`config.mk`:
```
export PLATFORM = sky130hd
export DESIGN_NAME = fpm_top
export DESIGN_NICKNAME = d
export VERILOG_FILES = /design/src/core/fpm_pkg.sv /design/src/core/fpm_axil.sv /design/src/core/fpm_sync.sv /design/src/core/fpm_top.sv
export VERILOG_INCLUDE_DIRS = /design/src /design/src/core
export SDC_FILE = /design/constraint.sdc
export NUM_CORES = 1
export LEC_CHECK = 0
export BUFFER_PORTS_ARGS = -buffer_cell sky130_fd_sc_hd__clkbuf_2
export CORE_UTILIZATION = 48
export CTS_BUF_LIST = sky130_fd_sc_hd__clkbuf_4 sky130_fd_sc_hd__clkbuf_8 sky130_fd_sc_hd__clkbuf_16
export DETAILED_ROUTE_END_ITERATION = 6
export PLACE_DENSITY = 0.79
export SLEW_MARGIN = 10
export SYNTH_ARGS = -nofsm -noshare
export SYNTH_HDL_FRONTEND = slang
export SYNTH_SLANG_ARGS = --single-unit
```
`constraint.sdc`:
```
create_clock -name sys_clk -period 3.28 [get_ports sys_clk]
set_clock_uncertainty 0.15 [all_clocks]
set_input_delay 0.164 -clock sys_clk [delete_from_list [all_inputs] [get_ports sys_clk]]
set_output_delay 0.164 -clock sys_clk [all_outputs]
set_load 0.01 [all_outputs]
```
`src/core/fpm_defs.svh`:
```
`ifndef FPM_DEFS_SVH
`define FPM_DEFS_SVH

// Bus widths
`define FPM_AW            8
`define FPM_DW            32
`define FPM_BYTE_W        8

// Register byte offsets
`define FPM_OFS_CFG       8'h00
`define FPM_OFS_DRV       8'h04
`define FPM_OFS_DATA      8'h08
`define FPM_OFS_STAT      8'h0c
`define FPM_OFS_CTRL      8'h10
`define FPM_OFS_STATE     8'h14

// Configuration register fields
`define FPM_CFG_PWR       0
`define FPM_CFG_SEL_LO    1
`define FPM_CFG_SEL_HI    2
`define FPM_CFG_ECP       3
`define FPM_CFG_DMA_OK    4
`define FPM_CFG_IRQ_LOW   5
`define FPM_CFG_W         6
`define FPM_CFG_RST       6'h00

// Printer control register fields
`define FPM_CTL_STROBE    0
`define FPM_CTL_AUTOFD    1
`define FPM_CTL_INIT      2
`define FPM_CTL_SELIN     3
`define FPM_CTL_DIR       5
`define FPM_CTL_W         6
`define FPM_CTL_RST       6'h04
`define FPM_CTL_LOW_W     4
`define FPM_CTL_CABLE_OFF 4'h4

// Printer status register fields
`define FPM_ST_ERR        3
`define FPM_ST_SLCT       4
`define FPM_ST_PE         5
`define FPM_ST_ACK        6
`define FPM_ST_BUSY       7
`define FPM_ST_FORCED     8'h48

// Mux state read-only register fields
`define FPM_MS_ON         0
`define FPM_MS_DUAL       1
`define FPM_MS_PORT_ON    2
`define FPM_MS_NAT_OFF    3

// Connector control and status pin indices
`define FPM_PC_W          9
`define FPM_PC_STB        0
`define FPM_PC_AFD        1
`define FPM_PC_INIT       2
`define FPM_PC_SLIN       3
`define FPM_PC_ACK        4
`define FPM_PC_BUSY       5
`define FPM_PC_PE         6
`define FPM_PC_SLCT       7
`define FPM_PC_ERR        8

// Native floppy output indices
`define FPM_NO_W          10
`define FPM_NO_WDATA      0
`define FPM_NO_DENS       1
`define FPM_NO_HEAD       2
`define FPM_NO_WGATE      3
`define FPM_NO_DIR        4
`define FPM_NO_STEP       5
`define FPM_NO_DS0        6
`define FPM_NO_DS1        7
`define FPM_NO_MTR0       8
`define FPM_NO_MTR1       9

// Drive inputs, carried on data lines 0 to 4 in floppy mode
`define FPM_NI_W          5
`define FPM_PD_MTR0       6

// AXI responses
`define FPM_RESP_OKAY     2'b00
`define FPM_RESP_SLVERR   2'b10

`endif

```
`src/core/fpm_pkg.sv`:
```
`include "fpm_defs.svh"

package fpm_pkg;

  // Port routing mode, decoded from the two select bits
  typedef enum logic [1:0] {
    FPM_NORMAL = 2'b00,
    FPM_SINGLE = 2'b01,
    FPM_DUAL   = 2'b10
  } fpm_mode_e;

  typedef logic [`FPM_AW-1:0]    fpm_addr_t;
  typedef logic [`FPM_DW-1:0]    fpm_data_t;
  typedef logic [`FPM_BYTE_W-1:0] fpm_byte_t;

endpackage : fpm_pkg

```
`src/core/fpm_axil.sv`:
```
`include "fpm_defs.svh"
module fpm_axil (
  input  wire logic              sys_clk,        // System clock
  input  wire logic              sys_rst,        // Synchronous reset
  input  wire logic              s_axi_awvalid,  // Write address valid
  output logic                   s_axi_awready,  // Write address ready
  input  wire fpm_pkg::fpm_addr_t s_axi_awaddr,  // Write address
  input  wire logic              s_axi_wvalid,   // Write data valid
  output logic                   s_axi_wready,   // Write data ready
  input  wire fpm_pkg::fpm_data_t s_axi_wdata,   // Write data
  input  wire logic [3:0]        s_axi_wstrb,    // Byte enables
  output logic                   s_axi_bvalid,   // Write response valid
  input  wire logic              s_axi_bready,   // Write response ready
  output logic [1:0]             s_axi_bresp,    // Write response
  input  wire logic              s_axi_arvalid,  // Read address valid
  output logic                   s_axi_arready,  // Read address ready
  input  wire fpm_pkg::fpm_addr_t s_axi_araddr,  // Read address
  output logic                   s_axi_rvalid,   // Read data valid
  input  wire logic              s_axi_rready,   // Read data ready
  output fpm_pkg::fpm_data_t     s_axi_rdata,    // Read data
  output logic [1:0]             s_axi_rresp,    // Read response
  output logic                   wr_en,          // Write pulse to regs
  output fpm_pkg::fpm_addr_t     wr_addr,        // Write address
  output fpm_pkg::fpm_data_t     wr_data,        // Write data
  output logic [3:0]             wr_strb,        // Write byte enables
  input  wire logic              wr_err,         // Write address unmapped
  output logic                   rd_en,          // Read pulse to regs
  output fpm_pkg::fpm_addr_t     rd_addr,        // Read address
  input  wire fpm_pkg::fpm_data_t rd_data,       // Read value
  input  wire logic              rd_err          // Read address unmapped
);
  import fpm_pkg::*;

  logic      aw_q, aw_d;      // Address held, waiting for data
  logic      w_q, w_d;        // Data held, waiting for address
  fpm_addr_t awa_q, awa_d;    // Held write address
  fpm_data_t wd_q, wd_d;      // Held write data
  logic [3:0] ws_q, ws_d;     // Held byte enables
  logic      bv_q, bv_d;      // Write response pending
  logic [1:0] br_q, br_d;     // Write response code
  logic      rv_q, rv_d;      // Read response pending
  fpm_data_t rd_q, rd_d;      // Read data captured
  logic [1:0] rr_q, rr_d;     // Read response code

  // Each channel is refused while its slot is full; address and data also while a write response is pending
  assign s_axi_awready = !aw_q && !bv_q;
  assign s_axi_wready  = !w_q && !bv_q;
  assign s_axi_arready = !rv_q;
  assign s_axi_bvalid  = bv_q;
  assign s_axi_bresp   = br_q;
  assign s_axi_rvalid  = rv_q;
  assign s_axi_rdata   = rd_q;
  assign s_axi_rresp   = rr_q;
  assign rd_en         = s_axi_arvalid && s_axi_arready;
  assign rd_addr       = s_axi_araddr;

  // Address and data may arrive in either order; write fires on both
  always_comb
  begin
    aw_d    = aw_q;
    w_d     = w_q;
    awa_d   = awa_q;
    wd_d    = wd_q;
    ws_d    = ws_q;
    bv_d    = bv_q;
    br_d    = br_q;
    rv_d    = rv_q;
    rd_d    = rd_q;
    rr_d    = rr_q;
    if (s_axi_awvalid && s_axi_awready)
    begin
      aw_d  = 1'b1;
      awa_d = s_axi_awaddr;
    end
    if (s_axi_wvalid && s_axi_wready)
    begin
      w_d  = 1'b1;
      wd_d = s_axi_wdata;
      ws_d = s_axi_wstrb;
    end
    wr_en   = aw_d && w_d && !bv_q;
    wr_addr = awa_d;
    wr_data = wd_d;
    wr_strb = ws_d;
    if (wr_en)
    begin
      aw_d = 1'b0;
      w_d  = 1'b0;
      bv_d = 1'b1;
      br_d = wr_err ? `FPM_RESP_SLVERR : `FPM_RESP_OKAY;
    end
    else if (bv_q && s_axi_bready)
    begin
      bv_d = 1'b0;
    end
    // Read data is sampled the cycle the address is taken
    if (rd_en)
    begin
      rv_d = 1'b1;
      rd_d = rd_data;
      rr_d = rd_err ? `FPM_RESP_SLVERR : `FPM_RESP_OKAY;
    end
    else if (rv_q && s_axi_rready)
    begin
      rv_d = 1'b0;
    end
  end

  // Channel state
  always_ff @(posedge sys_clk)
  begin
    if (sys_rst)
    begin
      aw_q  <= 1'b0;
      w_q   <= 1'b0;
      awa_q <= '0;
      wd_q  <= '0;
      ws_q  <= '0;
      bv_q  <= 1'b0;
      br_q  <= `FPM_RESP_OKAY;
      rv_q  <= 1'b0;
      rd_q  <= '0;
      rr_q  <= `FPM_RESP_OKAY;
    end
    else
    begin
      aw_q  <= aw_d;
      w_q   <= w_d;
      awa_q <= awa_d;
      wd_q  <= wd_d;
      ws_q  <= ws_d;
      bv_q  <= bv_d;
      br_q  <= br_d;
      rv_q  <= rv_d;
      rd_q  <= rd_d;
      rr_q  <= rr_d;
    end
  end

endmodule : fpm_axil

```
`src/core/fpm_sync.sv`:
```
module fpm_sync #(
  parameter int W = 8
) (
  input  wire logic         sys_clk,  // System clock
  input  wire logic         sys_rst,  // Synchronous reset
  input  wire logic [W-1:0] async_i,  // Level from a pin
  output logic      [W-1:0] sync_o    // Level safe to use
);
  import fpm_pkg::*;

  logic [W-1:0] meta_q;  // First stage, read only by the second

  // One two-flop chain per bit
  genvar g;
  generate
    for (g = 0; g < W; g++)
    begin : g_bit
      always_ff @(posedge sys_clk)
      begin
        if (sys_rst)
        begin
          meta_q[g] <= 1'b0;
          sync_o[g] <= 1'b0;
        end
        else
        begin
          meta_q[g] <= async_i[g];
          sync_o[g] <= meta_q[g];
        end
      end
    end
  endgenerate

endmodule : fpm_sync

```
`src/core/fpm_top.sv`:
```
// Functional notes
// - Single mode: drive 1 on port, drive 0 native
// - Dual mode: both drives on port
// - Printer unavailable while any floppy mode selected
// - Port DMA: low only if ECP and allowed
// - Port interrupt held inactive, low or floating
// - Data read returns last written value
// - Control read shows cable not connected
// - Status read returns fixed values
// - Native outputs float when port drive selected
// - Drive inputs taken from data lines 0-4
// - Status and control pins carry floppy outputs
// - Strobe and data 6: outputs dual, inputs single
// - Port floppy ignores printer power bit
// - Select bits decide mux; else power bit rules
`include "fpm_defs.svh"
module fpm_top (
  input  wire logic                    sys_clk,        // System clock, 25 MHz
  input  wire logic                    sys_rst,        // Synchronous reset, high
  input  wire logic                    s_axi_awvalid,  // Write address valid
  output logic                         s_axi_awready,  // Write address ready
  input  wire fpm_pkg::fpm_addr_t      s_axi_awaddr,   // Write address
  input  wire logic                    s_axi_wvalid,   // Write data valid
  output logic                         s_axi_wready,   // Write data ready
  input  wire fpm_pkg::fpm_data_t      s_axi_wdata,    // Write data
  input  wire logic [3:0]              s_axi_wstrb,    // Byte enables
  output logic                         s_axi_bvalid,   // Write response valid
  input  wire logic                    s_axi_bready,   // Write response ready
  output logic [1:0]                   s_axi_bresp,    // Write response
  input  wire logic                    s_axi_arvalid,  // Read address valid
  output logic                         s_axi_arready,  // Read address ready
  input  wire fpm_pkg::fpm_addr_t      s_axi_araddr,   // Read address
  output logic                         s_axi_rvalid,   // Read data valid
  input  wire logic                    s_axi_rready,   // Read data ready
  output fpm_pkg::fpm_data_t           s_axi_rdata,    // Read data
  output logic [1:0]                   s_axi_rresp,    // Read response
  input  wire logic [`FPM_NO_W-1:0]    fdc_out,        // Floppy core outputs
  input  wire logic                    fdc_drv_sel,    // Core selects drive 1
  output logic [`FPM_NI_W-1:0]         fdc_in,         // Drive inputs to core
  input  wire logic                    pp_dma_req,     // Printer core DMA request
  input  wire logic                    pp_irq,         // Printer core interrupt
  output logic [`FPM_NO_W-1:0]         nat_out,        // Native floppy pins out
  output logic [`FPM_NO_W-1:0]         nat_oe_n,       // Native pins enable, low
  input  wire logic [`FPM_NI_W-1:0]    nat_in,         // Native drive input pins
  input  wire logic [`FPM_BYTE_W-1:0]  pd_in,          // Connector data pins in
  output logic [`FPM_BYTE_W-1:0]       pd_out,         // Connector data pins out
  output logic [`FPM_BYTE_W-1:0]       pd_oe_n,        // Data pins enable, low
  input  wire logic [`FPM_PC_W-1:0]    pc_in,          // Control/status pins in
  output logic [`FPM_PC_W-1:0]         pc_out,         // Control/status pins out
  output logic [`FPM_PC_W-1:0]         pc_oe_n,        // Control/status enable
  output logic                         port_dma_request, // Port DMA pin out
  output logic                         port_dma_oe_n,    // Port DMA enable, low
  output logic                         port_irq_out,     // Port interrupt pin out
  output logic                         port_irq_oe_n     // Interrupt enable, low
);
  import fpm_pkg::*;

  // Bus side signals
  logic      wr_en;           // Register write pulse
  fpm_addr_t wr_addr;         // Register write address
  fpm_data_t wr_data;         // Register write data
  logic [3:0] wr_strb;        // Register write lanes
  logic      wr_err;          // Unmapped write
  logic      rd_en;           // Register read pulse
  fpm_addr_t rd_addr;         // Register read address
  fpm_data_t rd_data;         // Register read value
  logic      rd_err;          // Unmapped read

  // Synchronised pins
  logic [`FPM_BYTE_W-1:0] pd_s;   // Data pins
  logic [`FPM_PC_W-1:0]   pc_s;   // Control and status pins
  logic [`FPM_NI_W-1:0]   nat_s;  // Native drive inputs

  // Software state
  logic [`FPM_CFG_W-1:0]  cfg_q, cfg_d;    // Mode and port configuration
  logic                   drv_q, drv_d;    // Software view of drive select
  fpm_byte_t              data_q, data_d;  // Printer data latch
  logic [`FPM_CTL_W-1:0]  ctl_q, ctl_d;    // Printer control latch

  // Decoded mode
  fpm_mode_e mode;       // Current routing mode
  logic      mux_on;     // Floppy on the connector
  logic      dual;       // Both drives on the connector
  logic      port_on;    // Printer function live
  logic      on_port;    // Selected drive sits on the connector
  logic      lane0;      // Low byte written

  // Registered pin drive
  logic [`FPM_NO_W-1:0]   nat_out_q, nat_out_d, nat_oe_q, nat_oe_d;
  logic [`FPM_NI_W-1:0]   fin_q, fin_d;
  logic [`FPM_BYTE_W-1:0] pdo_q, pdo_d, pdoe_q, pdoe_d;
  logic [`FPM_PC_W-1:0]   pco_q, pco_d, pcoe_q, pcoe_d;
  logic                   dma_q, dma_d, dmaoe_q, dmaoe_d;
  logic                   irq_q, irq_d, irqoe_q, irqoe_d;

  // Register bus slave
  fpm_axil u_axil (
    .sys_clk       (sys_clk),
    .sys_rst       (sys_rst),
    .s_axi_awvalid (s_axi_awvalid),
    .s_axi_awready (s_axi_awready),
    .s_axi_awaddr  (s_axi_awaddr),
    .s_axi_wvalid  (s_axi_wvalid),
    .s_axi_wready  (s_axi_wready),
    .s_axi_wdata   (s_axi_wdata),
    .s_axi_wstrb   (s_axi_wstrb),
    .s_axi_bvalid  (s_axi_bvalid),
    .s_axi_bready  (s_axi_bready),
    .s_axi_bresp   (s_axi_bresp),
    .s_axi_arvalid (s_axi_arvalid),
    .s_axi_arready (s_axi_arready),
    .s_axi_araddr  (s_axi_araddr),
    .s_axi_rvalid  (s_axi_rvalid),
    .s_axi_rready  (s_axi_rready),
    .s_axi_rdata   (s_axi_rdata),
    .s_axi_rresp   (s_axi_rresp),
    .wr_en         (wr_en),
    .wr_addr       (wr_addr),
    .wr_data       (wr_data),
    .wr_strb       (wr_strb),
    .wr_err        (wr_err),
    .rd_en         (rd_en),
    .rd_addr       (rd_addr),
    .rd_data       (rd_data),
    .rd_err        (rd_err)
  );

  // Pins come from the cable, outside our clock
  fpm_sync #(.W(`FPM_BYTE_W)) u_sync_pd (
    .sys_clk (sys_clk),
    .sys_rst (sys_rst),
    .async_i (pd_in),
    .sync_o  (pd_s)
  );
  fpm_sync #(.W(`FPM_PC_W)) u_sync_pc (
    .sys_clk (sys_clk),
    .sys_rst (sys_rst),
    .async_i (pc_in),
    .sync_o  (pc_s)
  );
  fpm_sync #(.W(`FPM_NI_W)) u_sync_nat (
    .sys_clk (sys_clk),
    .sys_rst (sys_rst),
    .async_i (nat_in),
    .sync_o  (nat_s)
  );

  // Mode decode straight from the stored bits, no command needed
  always_comb
  begin
    case ({cfg_q[`FPM_CFG_SEL_HI], cfg_q[`FPM_CFG_SEL_LO]})
      2'b00:   mode = FPM_NORMAL;
      2'b01:   mode = FPM_SINGLE;
      default: mode = FPM_DUAL;   // High bit alone or both: dual
    endcase
  end

  assign mux_on  = (mode != FPM_NORMAL);
  assign dual    = (mode == FPM_DUAL);
  // Power bit only matters when no floppy mode is chosen
  assign port_on = !mux_on && cfg_q[`FPM_CFG_PWR];
  // Single mode puts only drive 1 on the cable
  assign on_port = dual || (mode == FPM_SINGLE && fdc_drv_sel);
  assign lane0   = wr_strb[0];

  // Address decode for writes
  always_comb
  begin
    wr_err = 1'b1;
    case (wr_addr)
      `FPM_OFS_CFG, `FPM_OFS_DRV, `FPM_OFS_DATA, `FPM_OFS_CTRL: wr_err = 1'b0;
      default: wr_err = 1'b1;   // Status and state are read only
    endcase
  end

  // Register writes; unmapped or unlaned writes leave state alone
  always_comb
  begin
    cfg_d  = cfg_q;
    drv_d  = drv_q;
    data_d = data_q;
    ctl_d  = ctl_q;
    if (wr_en && !wr_err && lane0)
    begin
      case (wr_addr)
        `FPM_OFS_CFG:  cfg_d  = wr_data[`FPM_CFG_W-1:0];
        `FPM_OFS_DRV:  drv_d  = wr_data[0];
        `FPM_OFS_DATA: data_d = wr_data[`FPM_BYTE_W-1:0];  // Kept in every mode
        `FPM_OFS_CTRL: ctl_d  = wr_data[`FPM_CTL_W-1:0];
        default:       cfg_d  = cfg_q;
      endcase
    end
  end

  // Software registers
  always_ff @(posedge sys_clk)
  begin
    if (sys_rst)
    begin
      cfg_q  <= `FPM_CFG_RST;
      drv_q  <= 1'b0;
      data_q <= '0;
      ctl_q  <= `FPM_CTL_RST;
    end
    else
    begin
      cfg_q  <= cfg_d;
      drv_q  <= drv_d;
      data_q <= data_d;
      ctl_q  <= ctl_d;
    end
  end

  // Read mux; in floppy mode the printer registers show a dead cable
  always_comb
  begin
    rd_data = '0;
    rd_err  = 1'b0;
    case (rd_addr)
      `FPM_OFS_CFG: rd_data[`FPM_CFG_W-1:0] = cfg_q;
      `FPM_OFS_DRV:
      begin
        rd_data[0] = drv_q;
        rd_data[1] = fdc_drv_sel;   // Live drive select from the core
      end
      `FPM_OFS_DATA:
      begin
        if (mux_on)
          rd_data[`FPM_BYTE_W-1:0] = data_q;
        else
          rd_data[`FPM_BYTE_W-1:0] = pd_s;
      end
      `FPM_OFS_STAT:
      begin
        if (mux_on)
          rd_data[`FPM_BYTE_W-1:0] = `FPM_ST_FORCED;
        else
        begin
          rd_data[`FPM_ST_BUSY] = !pc_s[`FPM_PC_BUSY];
          rd_data[`FPM_ST_ACK]  = pc_s[`FPM_PC_ACK];
          rd_data[`FPM_ST_PE]   = pc_s[`FPM_PC_PE];
          rd_data[`FPM_ST_SLCT] = pc_s[`FPM_PC_SLCT];
          rd_data[`FPM_ST_ERR]  = pc_s[`FPM_PC_ERR];
        end
      end
      `FPM_OFS_CTRL:
      begin
        rd_data[`FPM_CTL_W-1:0] = ctl_q;
        if (mux_on)
          rd_data[`FPM_CTL_LOW_W-1:0] = `FPM_CTL_CABLE_OFF;
      end
      `FPM_OFS_STATE:
      begin
        rd_data[`FPM_MS_ON]      = mux_on;
        rd_data[`FPM_MS_DUAL]    = dual;
        rd_data[`FPM_MS_PORT_ON] = port_on;
        rd_data[`FPM_MS_NAT_OFF] = mux_on && on_port;
      end
      default: rd_err = 1'b1;   // Unmapped: zero data, error response
    endcase
  end

  // Pin routing; every pin floats unless a function owns it
  always_comb
  begin
    nat_out_d = fdc_out;
    nat_oe_d  = '0;
    fin_d     = nat_s;
    pdo_d     = data_q;
    pdoe_d    = '1;
    pco_d     = '0;
    pcoe_d    = '1;
    dma_d     = 1'b0;
    dmaoe_d   = 1'b1;
    irq_d     = 1'b0;
    irqoe_d   = 1'b1;
    if (mux_on)
    begin
      // Cable power is irrelevant here, so the power bit is not looked at
      if (on_port)
      begin
        nat_oe_d = '1;
        fin_d    = pd_s[`FPM_NI_W-1:0];
      end
      pco_d[`FPM_PC_ACK]  = fdc_out[`FPM_NO_DS1];
      pco_d[`FPM_PC_BUSY] = fdc_out[`FPM_NO_MTR1];
      pco_d[`FPM_PC_PE]   = fdc_out[`FPM_NO_WDATA];
      pco_d[`FPM_PC_SLCT] = fdc_out[`FPM_NO_WGATE];
      pco_d[`FPM_PC_AFD]  = fdc_out[`FPM_NO_DENS];
      pco_d[`FPM_PC_ERR]  = fdc_out[`FPM_NO_HEAD];
      pco_d[`FPM_PC_INIT] = fdc_out[`FPM_NO_DIR];
      pco_d[`FPM_PC_SLIN] = fdc_out[`FPM_NO_STEP];
      pcoe_d              = '0;
      // Drive 0 lines only drive in dual mode; single leaves them as inputs
      pco_d[`FPM_PC_STB]  = fdc_out[`FPM_NO_DS0];
      pcoe_d[`FPM_PC_STB] = !dual;
      pdo_d               = '0;
      pdo_d[`FPM_PD_MTR0] = fdc_out[`FPM_NO_MTR0];
      pdoe_d[`FPM_PD_MTR0] = !dual;
      // DMA request pulled low only for ECP with DMA allowed
      if (cfg_q[`FPM_CFG_ECP] && cfg_q[`FPM_CFG_DMA_OK])
        dmaoe_d = 1'b0;
      // Interrupt never asserts; low or floating by setting
      irqoe_d = !cfg_q[`FPM_CFG_IRQ_LOW];
    end
    else if (port_on)
    begin
      // Plain printer port; pin levels invert the latched control bits, except init which passes straight
      pdoe_d              = {`FPM_BYTE_W{ctl_q[`FPM_CTL_DIR]}};
      pco_d[`FPM_PC_STB]  = !ctl_q[`FPM_CTL_STROBE];
      pco_d[`FPM_PC_AFD]  = !ctl_q[`FPM_CTL_AUTOFD];
      pco_d[`FPM_PC_INIT] = ctl_q[`FPM_CTL_INIT];
      pco_d[`FPM_PC_SLIN] = !ctl_q[`FPM_CTL_SELIN];
      pcoe_d[`FPM_PC_SLIN:`FPM_PC_STB] = '0;
      dma_d   = pp_dma_req;
      dmaoe_d = 1'b0;
      irq_d   = pp_irq;
      irqoe_d = 1'b0;
    end
  end

  // Pin drive registers; one cycle from configuration to pins
  always_ff @(posedge sys_clk)
  begin
    if (sys_rst)
    begin
      nat_out_q <= '0;
      nat_oe_q  <= '0;
      fin_q     <= '0;
      pdo_q     <= '0;
      pdoe_q    <= '1;
      pco_q     <= '0;
      pcoe_q    <= '1;
      dma_q     <= 1'b0;
      dmaoe_q   <= 1'b1;
      irq_q     <= 1'b0;
      irqoe_q   <= 1'b1;
    end
    else
    begin
      nat_out_q <= nat_out_d;
      nat_oe_q  <= nat_oe_d;
      fin_q     <= fin_d;
      pdo_q     <= pdo_d;
      pdoe_q    <= pdoe_d;
      pco_q     <= pco_d;
      pcoe_q    <= pcoe_d;
      dma_q     <= dma_d;
      dmaoe_q   <= dmaoe_d;
      irq_q     <= irq_d;
      irqoe_q   <= irqoe_d;
    end
  end

  assign nat_out          = nat_out_q;
  assign nat_oe_n         = nat_oe_q;
  assign fdc_in           = fin_q;
  assign pd_out           = pdo_q;
  assign pd_oe_n          = pdoe_q;
  assign pc_out           = pco_q;
  assign pc_oe_n          = pcoe_q;
  assign port_dma_request = dma_q;
  assign port_dma_oe_n    = dmaoe_q;
  assign port_irq_out     = irq_q;
  assign port_irq_oe_n    = irqoe_q;

endmodule : fpm_top

```
==> flow_metrics.py, run 1 <==
metrics = {
    "cells_and_area": {
        "layout.cells.non_filler": 855,
        "final_cell_area_um2": 6820,
        "antenna_cells": 0,
        "drive_gt1_share_pct": 27.4,
        "seq_area_um2": 2600,
        "multi_input_area_um2": 2070,
        "num-fill-cells": 836,
        "fin_util_pct": 66.4,
        "nets": 800,
        "area_growth_syn_to_layout_pct": 34.7,
    },
    "global_route": {
        "grt_pass1_vias": 4032,
        "global_route.usage.met2_pct": 38.3,
        "grt_max_degree": 72,
        "grt_pass1_wl_um": 18400,
        "antenna_found_initial": 0,
        "overflow": 0,
        "met1_usage_pct": 24.0,
        "grt_use_met3_pct": 5.74,
        "grt_busiest_layer": "met2",
        "grtUsageTotal_pct": 21.2,
    },
    "synthesis": {
        "syn-cell-area_um2": 5060,
        "ys_seq_elements": 130,
        "synth_largest_area_cell": "dfxtp_1",
        "synthArstFlopShare_pct": 0,
        "synth_cell_types": 49,
        "synth_edf_count": 0,
        "ys_top_cells_by_area": "dfxtp_1, nor2b_1, buf_4",
        "synth_ff_type": "dfxtp_1",
        "seq_area_frac_synth_pct": 51.4,
        "yosys_warnings": 0,
        "avgSynthCellArea_um2": 9.52,
        "synth_top_cell_area_share_pct": 51.4,
        "synth_cells": 532,
    },
    "power_and_ir_drop": {
        "power.share.sequential_pct": 42.0,
        "pwr-share-comb_pct": 9.1,
        "p_leak_nw": 3.06,
        "swShare_pct": 23.3,
        "total_power_mw": 3.97,
        "ir_worst_vdd_mv": 0.373,
        "p_clk_share_pct": 49.0,
        "internal_power_mw": 3.05,
        "pwr_density_cell_nw_per_um2": 582,
        "switchingPower_mw": 0.927,
    },
    "floorplanning": {
        "die-height_um": 105,
        "ios": 198,
        "die_w_um": 105,
        "row_count": 37,
        "die_area_um2": 11000,
        "start_util_pct": 49.3,
        "fp.coreArea_um2": 10300,
    },
    "placed_design": {
        "dp.cells": 762,
        "place_area_um2": 5590,
        "gp_congestion": 0.800,
        "dp_slack_ns": 0.598,
        "dp_hpwl_um": 7580,
        "portBuffers": 140,
    },
    "clocking": {
        "clock_latency_ns": 0.51,
        "cts_buffers": 17,
        "clk_pin_slew_ns": 0.06,
        "cts_tree": "yes",
        "cts_buffer_depth": 2,
        "cts_root_buf": "clkbuf_8",
        "cts.sinks": 130,
        "htree_levels": 4,
    },
    "route": {
        "ant_nets": 0,
        "firstDrtPassIters": 5,
        "first_iter_violations": 227,
        "wire_per_inst_um": 13.3,
        "finalWirelength_um": 11400,
        "post-route-drc-count": 0,
        "vias": 4122,
        "avgViaCountPerCell": 4.82,
    },
    "flow_run": {
        "cap_violations": 0,
    },
    "setup_path": {
        "endpoint_kind": "register",
        "worstPathRequired_ns": 3.53,
        "cp_max_fo": 13,
        "critPathKind": "reg -> reg",
        "startpoint_type": "register",
        "arrival_ns": 2.93,
        "rrSetupSlack_ns": 0.59,
    },
    "sta": {
        "hold_viol_final": 0,
        "relSlewSlack_pct": 52.8,
        "min_period_ns": 2.69,
        "slew_viol_final": 0,
        "timing.setup.tns_ns": 0,
        "grt_setup_unrepaired": "no",
        "layout_setup_ws_ns": 0.592,
        "min_period_over_period_pct": 81.9,
        "tightest_slew_ns": 0.708,
        "finalSetupViolCount": 0,
        "max_freq_ghz": 0.372,
        "hold_slack_ns": 0.0260,
    },
    "outcome": {
        "status": "complete, no violations",
    },
    "min_path": {
        "min_path_type": "in -> reg",
    },
}
-- kinds of logic after synthesis --
family                   synth area share (%)
other                                  0.0740
buffers and inverters                    9.63
AND/OR/NAND/NOR                          22.2
multiplexers                             6.57
flip-flops                               51.4
AO/OA/AOI/OAI                            9.91
adder cells (fa/ha/maj)                 0.198
-- worst max-delay path, cell delays in order (launching register included) --
cell	delay, ns
dfxtp_1	0.35
or3b_1	0.62
mux2i_1	0.41
nor4b_4	0.29
and2_1	0.41
mux2_4	0.33
-- worst paths after layout --
kind,startpoint,to,cells past startpoint
max,u_axil.s_axi_bvalid$_SDFFE_PP0P_,cfg_q[1]$_SDFFE_PP0P_,5
min,s_axi_araddr[7],u_axil.s_axi_rdata[0]$_SDFFE_PP0P_,5
max reg2reg,u_axil.s_axi_bvalid$_SDFFE_PP0P_,cfg_q[1]$_SDFFE_PP0P_,5
min reg2reg,u_sync_nat.sync_o[1]$_SDFF_PP0_,fdc_in[1]$_SDFF_PP0_,2
-- power by group through the flow --
stage	Combinational, mW	Clock (mW)	Sequential, mW
3_5_place_dp	0.301	0	1.70
2_1_floorplan	0.222	0	1.70
3_3_place_gp	0.294	0	1.70
4_1_cts	0.360	1.97	1.67
5_1_grt	0.398	2.05	1.67
6_report	0.361	1.95	1.67
-- cell usage in the layout (no fill, tap or decap), types with 4 or more instances in the layout --
cell type,n
dlygate4sd3_1,61
nor3_1,10
clkinvlp_4,5
o21ai_0,9
clkbuf_16,16
mux2_2,10
dfxtp_1,130
nand3_1,7
nor2b_1,65
a21oi_1,33
mux2_4,6
clkbuf_2,139
bufinv_16,4
a21o_1,10
inv_1,5
conb_1,26
nand2_1,63
nor2_1,26
buf_4,5
nor3b_1,8
mux2i_1,13
a211oi_1,4
and2_1,14
-- cells in the mapped netlist (3+ instances only) --
cell type	number
buf_1	3
buf_4	47
mux2i_1	13
nor3b_1	8
mux2_4	6
buf_2	3
nand4_1	3
nand3_1	7
mux2_2	10
inv_1	5
and3_1	3
nor3_1	10
and2_1	14
or2_2	3
a21o_1	10
a21oi_1	33
a211oi_1	4
nor2b_1	65
clkbuf_1	21
nor2_1	26
o21ai_0	9
dfxtp_1	130
nand2_1	63
o21bai_1	3
-- flip-flops by register name, indices dropped and copies added (netlist names), 3 cells and up --
signal,count
pc_out,9
fdc_in,5
u_axil.wd_q,8
u_axil.awa_q,8
u_sync_nat.sync_o,5
data_q,8
u_sync_pd.sync_o,8
u_sync_nat.meta_q,5
u_sync_pc.meta_q,5
pc_oe_n,3
u_sync_pd.meta_q,8
ctl_q,6
u_axil.s_axi_rdata,8
u_sync_pc.sync_o,5
pd_out,8
cfg_q,6
nat_out,10
-- metal layers --
layer | share of wire, % | up-vias | wire length [um]
met3 | 5.0 | 12 | 576
li1 | - | 2054 | -
met1 | 42 | 1913 | 4770
met2 | 52 | 143 | 5920
met4 | 1.3 | 0 | 143
met5 | 0 | - | 0
-- area by class of cell --
class / count / area share [%]
multi-input combinational: 347 / 30.3
sequential: 130 / 38.1
clock inverter: 15 / 3.03
clock buffer: 17 / 6.07
timing repair buffer: 205 / 19.7
tap: 136 / 2.49
inverter: 5 / 0.275
-- timing repair --
action | CTS | global route
endpoints found under the hold margin | 77 | 0
buffers inserted | 0 | 0
resized for setup | 0 | 0
hold buffers | 61 | 0
(Power assumes the default switching activity.)
==> run 2, diff against run 1 <==
--- a/config.mk
+++ b/config.mk
@@ -7,10 +7,10 @@
 export NUM_CORES = 1
 export LEC_CHECK = 0
 export BUFFER_PORTS_ARGS = -buffer_cell sky130_fd_sc_hd__clkbuf_2
-export CORE_UTILIZATION = 48
+export CORE_UTILIZATION = 44
 export CTS_BUF_LIST = sky130_fd_sc_hd__clkbuf_4 sky130_fd_sc_hd__clkbuf_8 sky130_fd_sc_hd__clkbuf_16
 export DETAILED_ROUTE_END_ITERATION = 6
-export PLACE_DENSITY = 0.79
+export PLACE_DENSITY = 0.76
 export SLEW_MARGIN = 10
 export SYNTH_ARGS = -nofsm -noshare
 export SYNTH_HDL_FRONTEND = slang
==> constraint.sdc (replaced) <==
create_clock -name sys_clk -period 2.38 [get_ports sys_clk]
set_clock_uncertainty 0.15 [all_clocks]
set_input_delay 0.119 -clock sys_clk [delete_from_list [all_inputs] [get_ports sys_clk]]
set_output_delay 0.119 -clock sys_clk [all_outputs]
set_load 0.01 [all_outputs]
==> flow_metrics.py, run 2 (synthesis results as in run 1) <==
metrics = {
    "outcome": {
        "status": "complete, no violations",
    },
    "clocking": {
        "cts_buffer_depth": 2,
        "htree_levels": 4,
        "cts_tree": "yes",
        "clock_latency_ns": 0.41,
        "cts_root_buf": "clkbuf_16",
        "clk_pin_slew_ns": 0.05,
        "cts.sinks": 130,
        "cts_buffers": 17,
    },
    "sta": {
        "hold_slack_ns": 0.0354,
        "relSlewSlack_pct": 57.4,
        "min_period_over_period_pct": 97.0,
        "timing.setup.tns_ns": 0,
        "finalSetupViolCount": 0,
        "slew_viol_final": 0,
        "tightest_slew_ns": 0.634,
        "hold_viol_final": 0,
        "min_period_ns": 2.31,
        "max_freq_ghz": 0.433,
        "layout_setup_ws_ns": 0.0711,
    },
    "floorplanning": {
        "ios": 198,
        "die-height_um": 109,
        "fp.coreArea_um2": 11000,
        "row_count": 38,
        "die_area_um2": 11900,
        "die_w_um": 109,
        "start_util_pct": 45.9,
    },
    "cells_and_area": {
        "largest_reg_flops": 10,
        "drive_gt1_share_pct": 29.2,
        "layout_commonest_cell": "clkbuf_2",
        "area_growth_syn_to_layout_pct": 34.8,
        "final_cell_mix": "clkbuf_2, dfxtp_1, nor2b_1",
        "fin_util_pct": 61.9,
        "nets": 802,
        "antenna_cells": 0,
        "final_cell_area_um2": 6830,
        "layout.cells.non_filler": 860,
    },
    "setup_path": {
        "worstPathRequired_ns": 2.52,
        "crit_buf_inv": 2,
        "arrival_ns": 2.45,
        "startpoint_type": "register",
        "rrSetupSlack_ns": 0.07,
        "crit_family": "simple AND/OR/NAND/NOR gates",
        "endpoint_kind": "register",
        "cp_slowest_cell": "or3b_1",
        "cp_max_fo": 12,
        "critPathKind": "reg -> reg",
        "path_cells": "or3b_1 > buf_4 > mux2i_2 > nor4b_4 > and2_4 > buf_12 > mux2_4",
        "max_stage_delay_ns": 0.41,
    },
    "power_and_ir_drop": {
        "power.share.sequential_pct": 42.1,
        "ir_worst_vdd_mv": 0.470,
        "p_leak_nw": 3.09,
        "total_power_mw": 5.45,
        "swShare_pct": 22.2,
        "switchingPower_mw": 1.21,
        "pwr-share-comb_pct": 9.4,
        "p_clk_share_pct": 48.5,
        "internal_power_mw": 4.24,
        "pwr_density_cell_nw_per_um2": 799,
    },
    "global_route": {
        "grt_max_degree": 62,
        "overflow": 0,
        "grt_pass1_vias": 3888,
        "grt_pass1_wl_um": 18700,
        "antenna_found_initial": 0,
        "grtUsageTotal_pct": 20.8,
    },
    "route": {
        "firstDrtPassIters": 5,
        "avgViaCountPerCell": 4.77,
        "post-route-drc-count": 0,
        "wire_per_inst_um": 13.5,
        "first_iter_violations": 193,
        "ant_nets": 0,
        "vias": 4104,
        "finalWirelength_um": 11600,
    },
    "placed_design": {
        "dp_hpwl_um": 7890,
        "dp_slack_ns": 0.0101,
        "place_area_um2": 5690,
        "dp.cells": 777,
        "portBuffers": 140,
        "gp_congestion": 0.844,
    },
    "flow_run": {
        "cap_violations": 0,
    },
    "min_path": {
        "min_path_type": "in -> reg",
    },
}
[run 2: changes by cell type in the layout (fill, tap and decap cells not counted), sizes merged]
cell and delta:
dlygate4sd3 -10, bufinv -1, buf +12, clkbuf +5, inv -2, clkinvlp -3
[run 2: worst paths after layout]
path / start / to / cells after the start
worst max register to register: u_axil.s_axi_bvalid$_SDFFE_PP0P_ / cfg_q[5]$_SDFFE_PP0P_ / 7
worst min-delay path: s_axi_awaddr[4] / u_axil.awa_q[4]$_SDFF_PP0_ / 4
worst min register to register: u_sync_pc.meta_q[8]$_SDFF_PP0_ / u_sync_pc.sync_o[8]$_SDFF_PP0_ / 1
worst max-delay path: u_axil.s_axi_bvalid$_SDFFE_PP0P_ / cfg_q[5]$_SDFFE_PP0P_ / 7
[run 2: power groups by stage]
| stage | Combinational, mW | Clock (mW) | Sequential, mW |
|---|---|---|---|
| 2_1_floorplan | 0.306 | 0 | 2.35 |
| 3_3_place_gp | 0.429 | 0 | 2.34 |
| 3_5_place_dp | 0.440 | 0 | 2.34 |
| 4_1_cts | 0.511 | 2.69 | 2.29 |
| 5_1_grt | 0.575 | 2.80 | 2.30 |
| 6_report | 0.514 | 2.64 | 2.29 |
[run 2: layout make-up]
| type | instances | area (um2) |
|---|---|---|
| clock buffers | 22 | 482 |
| clock inverters | 9 | 129 |
| fillers | 937 | 4200 |
| inverters | 5 | 18.8 |
| multi-input cells | 347 | 2070 |
| flip-flops and latches | 130 | 2600 |
| well taps | 140 | 175 |
| repair buffers | 207 | 1350 |
[run 2: worst reg2reg max path: stages (launching register included)]
cell and delay [ns]:
dfxtp_1 0.31, or3b_1 0.41, buf_4 0.20, mux2i_2 0.24, nor4b_4 0.27, and2_4 0.20, buf_12 0.12, mux2_4 0.29
[run 2: layer usage]
metal	routed length, um	GRT usage [%]	share of wire, %
met1	5050	24.7	44
met4	152	6.76	1.3
met5	0	0	0
met2	5820	35.7	50
met3	570	6.46	4.9
[run 2: what timing repair did]
| item | in CTS | in global routing |
|---|---|---|
| resized for setup | 0 | 2 |
| endpoints found under the setup margin | 5 | 6 |
| pin swaps | 0 | 0 |
| hold buffers | 51 | 0 |
| hold endpoints to repair | 65 | 0 |
| setup buffers | 1 | 0 |
